--- src/rtl/tsr_params.svh ---
// Offsets, field positions, reset values and counts of the TDM slot router.
// Assumes byte addresses on an 8-bit register port with 32-bit data.
`ifndef TSR_PARAMS_SVH
`define TSR_PARAMS_SVH

// ************************************************************
// Register offsets
// ************************************************************
`define TSR_OFF_PATH 8'h00
`define TSR_OFF_MASK_A_LO 8'h04
`define TSR_OFF_MASK_A_HI 8'h08
`define TSR_OFF_MASK_B_LO 8'h0C
`define TSR_OFF_MASK_B_HI 8'h10
`define TSR_OFF_STATUS 8'h14

// ************************************************************
// Field positions and codes
// ************************************************************
`define TSR_PATH_AUD_LSB 0
`define TSR_PATH_LL_LSB 3
`define TSR_PATH_REF_LSB 6
`define TSR_PATH_PCM_BIT 9
`define TSR_REF_MASKED 3'h4
`define TSR_STAT_OVF_BIT 0

// ************************************************************
// Reset values and counts
// ************************************************************
`define TSR_PATH_RESET 10'h000
`define TSR_MASK_RESET 8'hFF
`define TSR_SLOT_LAST_BIT 5'h1F
`define TSR_TDM_LAST_SLOT 4'hF
`define TSR_PCM_LAST_SLOT 4'h1

`endif

--- src/rtl/tsr_pkg.sv ---
// Types shared by the TDM slot router and its testbench.
// Assumes nothing beyond a SystemVerilog compiler.
`default_nettype none
package tsr_pkg;
  typedef logic [23:0] tsr_sample_t;
  typedef logic [2:0] tsr_sel_t;
  // One captured frame: four audio, four low-latency, one reference
  typedef struct packed {
    logic [3:0][23:0] audio;
    logic [3:0][23:0] low_latency;
    logic [23:0] reference;
  } tsr_frame_t;
endpackage
`default_nettype wire

--- src/rtl/tsr_stream_if.sv ---
// Valid/ready stream carrying one word between router modules.
// Assumes both ends run on the same clock.
`timescale 1ns/1ps
`default_nettype none
interface tsr_stream_if #(parameter int W = 8);
  logic valid;
  logic ready;
  logic [W-1:0] data;
  modport src(output valid, output data, input ready);
  modport snk(input valid, input data, output ready);
endinterface
`default_nettype wire

--- src/rtl/tsr_pair_buffer.sv ---
// Two-entry valid/ready buffer; head entry drives the output directly.
// Assumes a synchronous active-low reset on the same clock.
`timescale 1ns/1ps
`default_nettype none
module tsr_pair_buffer #(
  parameter int W = 8
) (
  input wire logic clk,
  input wire logic rst_n,
  tsr_stream_if.snk in_s,
  tsr_stream_if.src out_s
);
  logic [W-1:0] e0_q;
  logic [W-1:0] e1_q;
  logic v0_q;
  logic v1_q;
  wire logic push;
  wire logic pop;

  // Full only when the second entry holds a word
  assign in_s.ready = ~v1_q;
  assign push = in_s.valid & ~v1_q;
  assign pop = v0_q & out_s.ready;
  assign out_s.valid = v0_q;
  assign out_s.data = e0_q;

  // Head shifts forward on pop; push fills the first free entry
  always_ff @(posedge clk) begin
    if (!rst_n) begin
      v0_q <= 1'b0;
      v1_q <= 1'b0;
      e0_q <= '0;
      e1_q <= '0;
    end else if (pop) begin
      e0_q <= push ? in_s.data : e1_q;
      v0_q <= v1_q | push;
      v1_q <= 1'b0;
    end else if (push) begin
      if (v0_q) begin
        e1_q <= in_s.data;
        v1_q <= 1'b1;
      end else begin
        e0_q <= in_s.data;
        v0_q <= 1'b1;
      end
    end
  end
endmodule
`default_nettype wire

--- src/rtl/tsr_router.sv ---
// TDM slot router: receives two serial lines, picks slots for the audio,
// low-latency and reference paths, and hands out one record per frame.
// Assumes bit clock, frame sync and data pins are asynchronous to clk,
// with the bit clock well below a quarter of the clk rate.
`timescale 1ns/1ps
`default_nettype none
`include "tsr_params.svh"

module tsr_router (
  input wire logic clk,
  input wire logic rst_n,
  input wire logic [7:0] reg_addr,
  input wire logic [31:0] reg_wdata,
  input wire logic reg_write,
  input wire logic reg_read,
  output logic [31:0] reg_rdata,
  input wire logic bit_clock,
  input wire logic frame_sync,
  input wire logic serial_input_a,
  input wire logic serial_input_b,
  output logic frame_valid,
  input wire logic frame_ready,
  output logic [95:0] frame_audio,
  output logic [95:0] frame_low_latency,
  output logic [23:0] frame_reference
);
  // ************************************************************
  // Pin synchronisers and bit clock edge
  // ************************************************************
  logic [3:0] s1_q;
  logic [3:0] s2_q;
  logic sclk_prev_q;
  logic fs_prev_q;

  // Two flops per pin; only s2 is looked at
  always_ff @(posedge clk) begin
    if (!rst_n) begin
      s1_q <= 4'h0;
      s2_q <= 4'h0;
      sclk_prev_q <= 1'b0;
    end else begin
      s1_q <= {serial_input_b, serial_input_a, frame_sync, bit_clock};
      s2_q <= s1_q;
      sclk_prev_q <= s2_q[0];
    end
  end

  wire logic sclk_rise = s2_q[0] & ~sclk_prev_q;
  wire logic fs_s = s2_q[1];
  wire logic din_a = s2_q[2];
  wire logic din_b = s2_q[3];
  wire logic frame_start = sclk_rise & fs_s & ~fs_prev_q;

  // ************************************************************
  // Registers
  // ************************************************************
  logic [9:0] path_q;
  logic [7:0] mask_a_lo_q;
  logic [7:0] mask_a_hi_q;
  logic [7:0] mask_b_lo_q;
  logic [7:0] mask_b_hi_q;
  logic ovf_q;
  logic ovf_d;
  logic [31:0] rdata_d;

  wire logic [2:0] aud_sel = path_q[`TSR_PATH_AUD_LSB +: 3];
  wire logic [2:0] ll_sel = path_q[`TSR_PATH_LL_LSB +: 3];
  wire logic [2:0] ref_sel = path_q[`TSR_PATH_REF_LSB +: 3];
  wire logic pcm_mode = path_q[`TSR_PATH_PCM_BIT];
  wire logic wr_path = reg_write & (reg_addr == `TSR_OFF_PATH);
  wire logic wr_stat = reg_write & (reg_addr == `TSR_OFF_STATUS);

  // Software steers masks and selects; masked by default after reset
  always_ff @(posedge clk) begin
    if (!rst_n) begin
      path_q <= `TSR_PATH_RESET;
      mask_a_lo_q <= `TSR_MASK_RESET;
      mask_a_hi_q <= `TSR_MASK_RESET;
      mask_b_lo_q <= `TSR_MASK_RESET;
      mask_b_hi_q <= `TSR_MASK_RESET;
    end else if (reg_write) begin
      if (wr_path) path_q <= reg_wdata[9:0];
      if (reg_addr == `TSR_OFF_MASK_A_LO) mask_a_lo_q <= reg_wdata[7:0];
      if (reg_addr == `TSR_OFF_MASK_A_HI) mask_a_hi_q <= reg_wdata[7:0];
      if (reg_addr == `TSR_OFF_MASK_B_LO) mask_b_lo_q <= reg_wdata[7:0];
      if (reg_addr == `TSR_OFF_MASK_B_HI) mask_b_hi_q <= reg_wdata[7:0];
    end
  end

  // ************************************************************
  // Mask decode and priority pick
  // ************************************************************
  wire logic [31:0] unmask;
  genvar k;
  // Slot k of a group sits at bit 7-k; zero bit admits the slot
  generate
    for (k = 0; k < 8; k++) begin : g_unmask
      assign unmask[k] = ~mask_a_lo_q[7-k];
      assign unmask[k+8] = ~mask_a_hi_q[7-k];
      assign unmask[k+16] = ~mask_b_lo_q[7-k];
      assign unmask[k+24] = ~mask_b_hi_q[7-k];
    end
  endgenerate

  // Scans downward so the lowest unmasked index is left standing
  function automatic logic [4:0] pick_first(input logic [31:0] v);
    logic [4:0] idx;
    idx = 5'h00;
    for (int i = 31; i >= 0; i--) begin
      if (v[i]) idx = 5'(i);
    end
    return idx;
  endfunction

  wire logic [4:0] sel_idx = pick_first(unmask);
  wire logic any_unmasked = |unmask;

  // ************************************************************
  // Slot receiver
  // ************************************************************
  logic [31:0] sh_a_q;
  logic [31:0] sh_b_q;
  logic [4:0] bit_q;
  logic [3:0] slot_q;
  logic in_frame_q;

  wire logic bit_on = sclk_rise & (in_frame_q | frame_start);
  wire logic [4:0] bit_now = frame_start ? 5'h00 : bit_q;
  wire logic [3:0] slot_now = frame_start ? 4'h0 : slot_q;
  wire logic word_done = bit_on & (bit_now == `TSR_SLOT_LAST_BIT);
  wire logic [31:0] word_a = {sh_a_q[30:0], din_a};
  wire logic [31:0] word_b = {sh_b_q[30:0], din_b};
  wire logic [3:0] last_slot =
    pcm_mode ? `TSR_PCM_LAST_SLOT : `TSR_TDM_LAST_SLOT;
  wire logic frame_end = word_done & (slot_now == last_slot);

  // MSB first from the edge that sees frame sync rise; 32 bits a slot
  always_ff @(posedge clk) begin
    if (!rst_n) begin
      sh_a_q <= '0;
      sh_b_q <= '0;
      bit_q <= 5'h00;
      slot_q <= 4'h0;
      in_frame_q <= 1'b0;
      fs_prev_q <= 1'b0;
    end else if (sclk_rise) begin
      fs_prev_q <= fs_s;
      if (bit_on) begin
        sh_a_q <= word_a;
        sh_b_q <= word_b;
        bit_q <= bit_now + 5'h01;
        slot_q <= word_done ? slot_now + 4'h1 : slot_now;
        in_frame_q <= ~frame_end;
      end
    end
  end

  // ************************************************************
  // Path capture
  // ************************************************************
  logic [3:0][23:0] aud_q;
  logic [3:0][23:0] ll_q;
  logic [23:0] ref_q;

  wire logic [23:0] aud_word = aud_sel[2] ? word_b[31:8] : word_a[31:8];
  wire logic [23:0] ll_word = ll_sel[2] ? word_b[31:8] : word_a[31:8];
  wire logic [23:0] msk_word = sel_idx[4] ? word_b[31:8] : word_a[31:8];
  wire logic aud_hit = word_done & ~pcm_mode &
    (slot_now[3:2] == aud_sel[1:0]);
  wire logic ll_hit = word_done & ~pcm_mode &
    (slot_now[3:2] == ll_sel[1:0]);
  wire logic ref_code_hit = word_done & ~pcm_mode & ~ref_sel[2] &
    (slot_now[3:2] == ref_sel[1:0]) & (slot_now[1:0] != 2'h3);
  wire logic ref_mask_hit = word_done & ~pcm_mode &
    (ref_sel == `TSR_REF_MASKED) & any_unmasked &
    (slot_now == sel_idx[3:0]);
  wire logic pcm_hit = word_done & pcm_mode;

  // Cleared at frame start so unselected or masked paths read zero
  always_ff @(posedge clk) begin
    if (!rst_n || frame_start) begin
      aud_q <= '0;
      ll_q <= '0;
      ref_q <= '0;
    end else if (word_done) begin
      if (aud_hit) aud_q[slot_now[1:0]] <= aud_word;
      if (ll_hit) ll_q[slot_now[1:0]] <= ll_word;
      // Slot bytes go high to low, sample slots never touch them
      if (ref_code_hit) begin
        ref_q[5'(16 - 8 * slot_now[1:0]) +: 8] <= word_a[7:0];
      end
      if (ref_mask_hit) ref_q <= msk_word;
      // Two-channel formats: line A to ch1-2, line B to ch3-4
      if (pcm_hit) begin
        aud_q[{1'b0, slot_now[0]}] <= word_a[31:8];
        aud_q[{1'b1, slot_now[0]}] <= word_b[31:8];
        ll_q[{1'b0, slot_now[0]}] <= word_a[31:8];
        ll_q[{1'b1, slot_now[0]}] <= word_b[31:8];
      end
    end
  end

  // ************************************************************
  // Frame hand-off
  // ************************************************************
  tsr_pkg::tsr_frame_t rec_q;
  tsr_pkg::tsr_frame_t cur_frame;
  logic pend_q;
  tsr_stream_if #(.W($bits(tsr_pkg::tsr_frame_t))) in_st ();
  tsr_stream_if #(.W($bits(tsr_pkg::tsr_frame_t))) out_st ();

  assign cur_frame.audio = aud_q;
  assign cur_frame.low_latency = ll_q;
  assign cur_frame.reference = ref_q;
  assign in_st.valid = pend_q;
  assign in_st.data = rec_q;
  assign out_st.ready = frame_ready;

  // The last slot lands in the capture flops one cycle after frame_end
  logic end_seen_q;
  wire logic take = pend_q & in_st.ready;

  // Record waits while the buffer is full; a newer frame then is lost
  always_ff @(posedge clk) begin
    if (!rst_n) begin
      end_seen_q <= 1'b0;
      pend_q <= 1'b0;
      rec_q <= '0;
    end else begin
      end_seen_q <= frame_end;
      if (end_seen_q && (!pend_q || take)) begin
        rec_q <= cur_frame;
        pend_q <= 1'b1;
      end else if (take) begin
        pend_q <= 1'b0;
      end
    end
  end

  tsr_pair_buffer #(.W($bits(tsr_pkg::tsr_frame_t))) u_buf (
    .clk(clk),
    .rst_n(rst_n),
    .in_s(in_st),
    .out_s(out_st)
  );

  tsr_pkg::tsr_frame_t head;
  assign head = out_st.data;
  assign frame_valid = out_st.valid;
  assign frame_audio = head.audio;
  assign frame_low_latency = head.low_latency;
  assign frame_reference = head.reference;

  // ************************************************************
  // Status and read port
  // ************************************************************
  wire logic lost = end_seen_q & pend_q & ~take;
  wire logic [31:0] status = {20'h00000, pend_q, slot_q, any_unmasked,
    sel_idx, ovf_q};

  // Loss flag: write one clears, a loss in the same cycle wins
  assign ovf_d = lost | (ovf_q & ~(wr_stat & reg_wdata[`TSR_STAT_OVF_BIT]));

  always_comb begin
    rdata_d = 32'h00000000;
    unique case (reg_addr)
      `TSR_OFF_PATH: rdata_d = {22'h000000, path_q};
      `TSR_OFF_MASK_A_LO: rdata_d = {24'h000000, mask_a_lo_q};
      `TSR_OFF_MASK_A_HI: rdata_d = {24'h000000, mask_a_hi_q};
      `TSR_OFF_MASK_B_LO: rdata_d = {24'h000000, mask_b_lo_q};
      `TSR_OFF_MASK_B_HI: rdata_d = {24'h000000, mask_b_hi_q};
      `TSR_OFF_STATUS: rdata_d = status;
      default: rdata_d = 32'h00000000;
    endcase
  end

  // Read data stands only in the cycle after the strobe
  always_ff @(posedge clk) begin
    if (!rst_n) begin
      ovf_q <= 1'b0;
      reg_rdata <= 32'h00000000;
    end else begin
      ovf_q <= ovf_d;
      reg_rdata <= reg_read ? rdata_d : 32'h00000000;
    end
  end

  // ************************************************************
  // Assertions
  // ************************************************************
  property p_aud_capture;
    @(posedge clk) disable iff (!rst_n)
      aud_hit |=> aud_q[$past(slot_now[1:0])] == $past(aud_word);
  endproperty
  a_aud_capture: assert property (p_aud_capture)
    else $error("audio slot not captured");

  property p_ll_line;
    @(posedge clk) disable iff (!rst_n)
      (ll_hit && ll_sel[2]) |=> ll_q[$past(slot_now[1:0])] ==
        $past(word_b[31:8]);
  endproperty
  a_ll_line: assert property (p_ll_line)
    else $error("low latency not from line b");

  property p_ref_bytes;
    @(posedge clk) disable iff (!rst_n)
      (ref_code_hit && slot_now[1:0] == 2'h0) |=>
        ref_q[23:16] == $past(word_a[7:0]);
  endproperty
  a_ref_bytes: assert property (p_ref_bytes)
    else $error("reference high byte wrong");

  property p_mask_pick;
    @(posedge clk) disable iff (!rst_n)
      ref_mask_hit |=> ref_q == $past(msk_word);
  endproperty
  a_mask_pick: assert property (p_mask_pick)
    else $error("masked reference not taken");

  property p_mask_polarity;
    @(posedge clk) disable iff (!rst_n)
      unmask[0] == ~mask_a_lo_q[7] && unmask[15] == ~mask_a_hi_q[0] &&
      unmask[16] == ~mask_b_lo_q[7];
  endproperty
  a_mask_polarity: assert property (p_mask_polarity)
    else $error("mask bit mapping wrong");

  property p_priority;
    @(posedge clk) disable iff (!rst_n)
      any_unmasked |-> unmask[sel_idx] &&
        ((unmask & ((32'h00000001 << sel_idx) - 32'h00000001)) == '0);
  endproperty
  a_priority: assert property (p_priority)
    else $error("priority pick wrong");

  property p_all_masked;
    @(posedge clk) disable iff (!rst_n)
      (end_seen_q && ref_sel == `TSR_REF_MASKED && !any_unmasked &&
        $stable(path_q) && !$past(any_unmasked, 2) &&
        (!pend_q || take)) |=> rec_q.reference == 24'h000000;
  endproperty
  a_all_masked: assert property (p_all_masked)
    else $error("all masked but reference nonzero");

  property p_pcm_ref;
    @(posedge clk) disable iff (!rst_n)
      (pcm_mode && word_done) |=> ref_q == $past(ref_q) ||
        ref_q == 24'h000000;
  endproperty
  a_pcm_ref: assert property (p_pcm_ref)
    else $error("reference written in pcm format");

  property p_slot_len;
    @(posedge clk) disable iff (!rst_n)
      word_done |=> bit_q == 5'h00;
  endproperty
  a_slot_len: assert property (p_slot_len)
    else $error("slot not 32 bits");

  property p_read_once;
    @(posedge clk) disable iff (!rst_n)
      (reg_read && reg_addr == `TSR_OFF_PATH) |=>
        reg_rdata == {22'h000000, $past(path_q)};
  endproperty
  a_read_once: assert property (p_read_once)
    else $error("read data wrong");
endmodule
`default_nettype wire

--- config.mk ---
export PLATFORM = sky130hd
export DESIGN_NAME = tsr_router
export DESIGN_NICKNAME = d
export VERILOG_FILES = /design/src/rtl/tsr_pkg.sv /design/src/rtl/tsr_stream_if.sv /design/src/rtl/tsr_pair_buffer.sv /design/src/rtl/tsr_router.sv
export VERILOG_INCLUDE_DIRS = /design/src /design/src/rtl
export SDC_FILE = /design/constraint.sdc
export NUM_CORES = 2
export LEC_CHECK = 0
export BUFFER_PORTS_ARGS = -buffer_cell sky130_fd_sc_hd__buf_2
export CAP_MARGIN = 25
export CORE_MARGIN = 8
export CORE_UTILIZATION = 45
export CTS_BUF_LIST = sky130_fd_sc_hd__clkbuf_8 sky130_fd_sc_hd__clkbuf_16
export CTS_CLUSTER_SIZE = 40
export DETAILED_ROUTE_END_ITERATION = 10
export PLACE_DENSITY_LB_ADDON = 0.25
export SYNTH_ARGS = -nofsm -noshare
export SYNTH_HDL_FRONTEND = slang
export SYNTH_SLANG_ARGS = --single-unit
--- constraint.sdc ---
create_clock -name clk -period 3 [get_ports clk]
set_clock_uncertainty 0.1 [all_clocks]
set_input_delay 0.3 -clock clk [delete_from_list [all_inputs] [get_ports clk]]
set_output_delay 0.3 -clock clk [all_outputs]
set_load 0.02 [all_outputs]
==> run summary <==
TritonCTS buffer count -> 110
Final GP Congestion -> 0.997
total global-route track usage -> 23.1%
Worst Hold Launch -> reg_write
P_leak -> 19.5 nW
MaxCap Viol Count -> 0
reg2reg setup slack -> 0.09 ns
Max Clk Rate -> 344 MHz
TritonCTS clock tree -> yes
Horiz. Die Dim -> 320 µm
Mapped Area -> 0.0417 mm²
WL met2 -> 60.2 mm
Initial Util -> 45.5%
via-per-instance ratio -> 5.51
clk sink count -> 1,005
# rows -> 111
DRC errors left -> 0
Area growth, synth to finish -> 16.9%
worst hold endpoint -> mask_b_lo_q[0]
root buffer selected by CTS -> clkbuf_16
Gate Count Post-Synth -> 4,795
origin of the critical flop-to-flop path -> fs_prev_q
ant diodes -> 0
ys flop type -> dfxtp_1
DP HPWL -> 87.0 mm
status -> finished clean
wire length of the first global-routing pass -> 191 mm
CP most frequent cell -> and2_1
sequential area share after synthesis -> 48.3%
final hold violations -> 0
Tmin final -> 2.91 ns
final WL -> 125 mm
Mean Syn Cell Area -> 8.69 µm²
initial antenna violation count -> 0
Max stage delay on crit path -> 0.41 ns
met3 WL -> 7.30 mm
max-slew violation count -> 0
Core Util, Final -> 53.1%
Worst-Skew Late Latency -> 0.68 ns
Slowest-stage cell, CP -> a2111oi_1
r2r endpoint -> aud_q[23]
H-tree depth -> 3
largest net degree at the start of global routing -> 217
DR WL/cell -> 20.0 µm
Max Root-Sink Buffers -> 3
Post-synth ARST share -> 0%
crit path max fanout -> 44
Min-Delay Path Class -> in -> reg
Worst Path Arrival -> 3.34 ns
DR top layer -> met4
hold depth -> 4
Least-Margin Pin Slew -> 1.41 ns
CP cell instances -> nand4bb_4, and2_1, ha_1, nand3_1, nor2_1, ha_2, o211ai_1, nor3_2, buf_4, and2_1, buf_12, a211oi_1, a2111oi_1
Post-synth EDFFs -> 0
synth warn -> 0
Final nets -> 5,015
global route overflow -> 0
CP Capture Type -> flop
full die area -> 0.103 mm²
post-route ant nets -> 0
die height -> 320 µm
Hold WS -> 0.0848 ns
worst-case vdd ir drop -> 0.458 mV
wl on met1 -> 51.9 mm
Critical Path RT -> 3.44 ns
number of global-route vias before repair -> 32,600
FF-to-FF path depth -> 13
Tot Pwr -> 27.8 mW
fillers -> 8,550
Place WS -> -0.0180 ns
Rel. slew slack -> 5.80%
#FFs+latches synth -> 1,005
Ports -> 298
DR pass1 iterations -> 5
Core Box Area -> 0.0917 mm²
Pwr per Cell Area -> 572 mW/mm²
clock-pin slew on the worst setup and hold paths -> 0.06 ns
Startpoint Class -> flop
setup ws final -> 0.0948 ns
share of cells above drive strength 1 -> 13.3%
vias -> 34,400
critical path type -> reg -> reg
Yosys cell types -> 64
initial DRC count -> 2,908
Final setup viols -> 0
PortBufs -> 255
fraction of the cycle the final worst path needs -> 96.8%
## state kept, by name, indices dropped and copies added (netlist names), 4 cells and up
register / count
in_st.data: 216
u_buf.e1_q: 216
u_buf.out_s.data: 216
aud_q: 96
cur_frame: 96
sh_a_q: 31
sh_b_q: 31
ref_q: 24
reg_rdata: 12
path_q: 10
mask_a_hi_q: 8
mask_a_lo_q: 8
mask_b_hi_q: 8
mask_b_lo_q: 8
bit_q: 5
s1_q: 4
s2_q: 4
slot_q: 4
## per-layer routing
metal  track usage (%)  vias to the layer above
li1                  -                    16800
met1              29.3                    16500
met2              39.4                      957
met3              3.35                      231
met4              9.53                        0
met5                 0                        -
## stage by stage
stage / setup TNS, ns / cells / instance area [µm²]
final: 0 / 6239 / 48700
after global routing: -0.463 / 6239 / 48700
after CTS: 0 / 6236 / 48600
after detailed placement: -0.0319 / 6005 / 44500
after global placement: 0 / 6005 / 44500
after floorplan: 0 / 4814 / 41700
## cells in the mapped netlist (6+ instances only)
| cell | instances | share of area, % |
|---|---|---|
| nand2_1 | 1513 | 14 |
| o41ai_1 | 14 | 0.29 |
| nand2b_1 | 8 | 0.12 |
| buf_4 | 25 | 0.45 |
| nor2_1 | 76 | 0.68 |
| ha_1 | 9 | 0.27 |
| and2_1 | 35 | 0.53 |
| mux2_2 | 18 | 0.49 |
| mux2i_1 | 275 | 6.6 |
| a2111oi_0 | 7 | 0.15 |
| buf_1 | 21 | 0.19 |
| a31oi_1 | 6 | 0.090 |
| nand4_1 | 11 | 0.17 |
| a211oi_1 | 79 | 1.4 |
| clkbuf_1 | 323 | 2.9 |
| and3_1 | 7 | 0.11 |
| o211a_1 | 226 | 5.4 |
| buf_2 | 54 | 0.65 |
| nand3_1 | 59 | 0.71 |
| a222oi_1 | 8 | 0.19 |
| a21oi_1 | 177 | 2.1 |
| inv_1 | 9 | 0.081 |
| dfxtp_1 | 1005 | 48 |
| a21boi_0 | 499 | 9.0 |
| o211ai_1 | 121 | 2.2 |
| nor3_1 | 54 | 0.65 |
| a22oi_1 | 6 | 0.11 |
| o21ai_0 | 58 | 0.70 |
| nor2b_1 | 24 | 0.36 |
## repair_timing
action                                  in CTS  in global routing
pin swaps                                    0                  5
endpoints found under the hold margin       65                  0
gates resized for setup                      3                 20
gates cloned                                 0                  1
hold buffers                                23                  0
buffers inserted                             0                  2
endpoints found under the setup margin       5                150
## where the power goes
| part | internal, mW | switching, mW |
|---|---|---|
| Sequential | 13.4 | 0.00570 |
| Combinational | 0.194 | 0.336 |
| Clock | 8.33 | 5.61 |
## layout make-up
class | count | area [µm²] | area share, %
Clock buffer | 141 | 3220 | 6.62
Clock inverter | 67 | 583 | 1.20
Inverter | 10 | 37.5 | 0.0771
Multi-Input combinational cell | 3372 | 19900 | 40.9
Sequential cell | 1005 | 20100 | 41.3
Tap cell | 1186 | 1480 | 3.05
Timing Repair Buffer | 458 | 3330 | 6.85
## kinds of logic after synthesis
logic type | synth area share, %
other | 0.00900
and+or+nand+nor | 17.7
DFF | 48.3
buffers and inverters | 4.40
AOI/OAI and AO/OA | 22.1
muxes | 7.12
adders and majority gates | 0.270
xor gates and xnor gates | 0.147
## layout by cell type (no fill, tap or decap), types with 9 or more instances in the layout
cell and n:
clkbuf_8 27, dfxtp_1 1005, o41ai_1 13, conb_1 20, buf_2 254, buf_4 141, a211oi_1 79, dlygate4sd3_1 23
nor2b_1 23, nand4_1 11, mux2_2 18, a21boi_0 499, buf_12 33, o211ai_1 121, clkinv_2 22, nor2_1 76
o211a_1 226, mux2i_1 275, nor3_1 52, o21ai_0 58, inv_1 32, nand2_1 1511, clkbuf_16 115, a21oi_1 176
bufinv_16 9, and2_1 30, nand3_1 57
## worst max path at each step
stage	startpoint	endpoint	slack, ns	cells after the start
after floorplan	fs_prev_q	ref_q[13]	0.04	16
after global placement	fs_prev_q	ref_q[3]	0.05	14
after detailed placement	fs_prev_q	ref_q[12]	-0.02	14
after CTS	fs_prev_q	ref_q[4]	0.05	15
after global routing	fs_prev_q	aud_q[23]	-0.11	13
final	fs_prev_q	aud_q[23]	0.09	13
## critical path: cells and delay by family, from the launching register on
family	cells	cell delay, ns
fa+ha+maj	2	0.38
simple gates	6	0.84
buf+inv	2	0.38
flops	1	0.35
compound gates	3	0.70
Power figures use the tool's default switching activity.
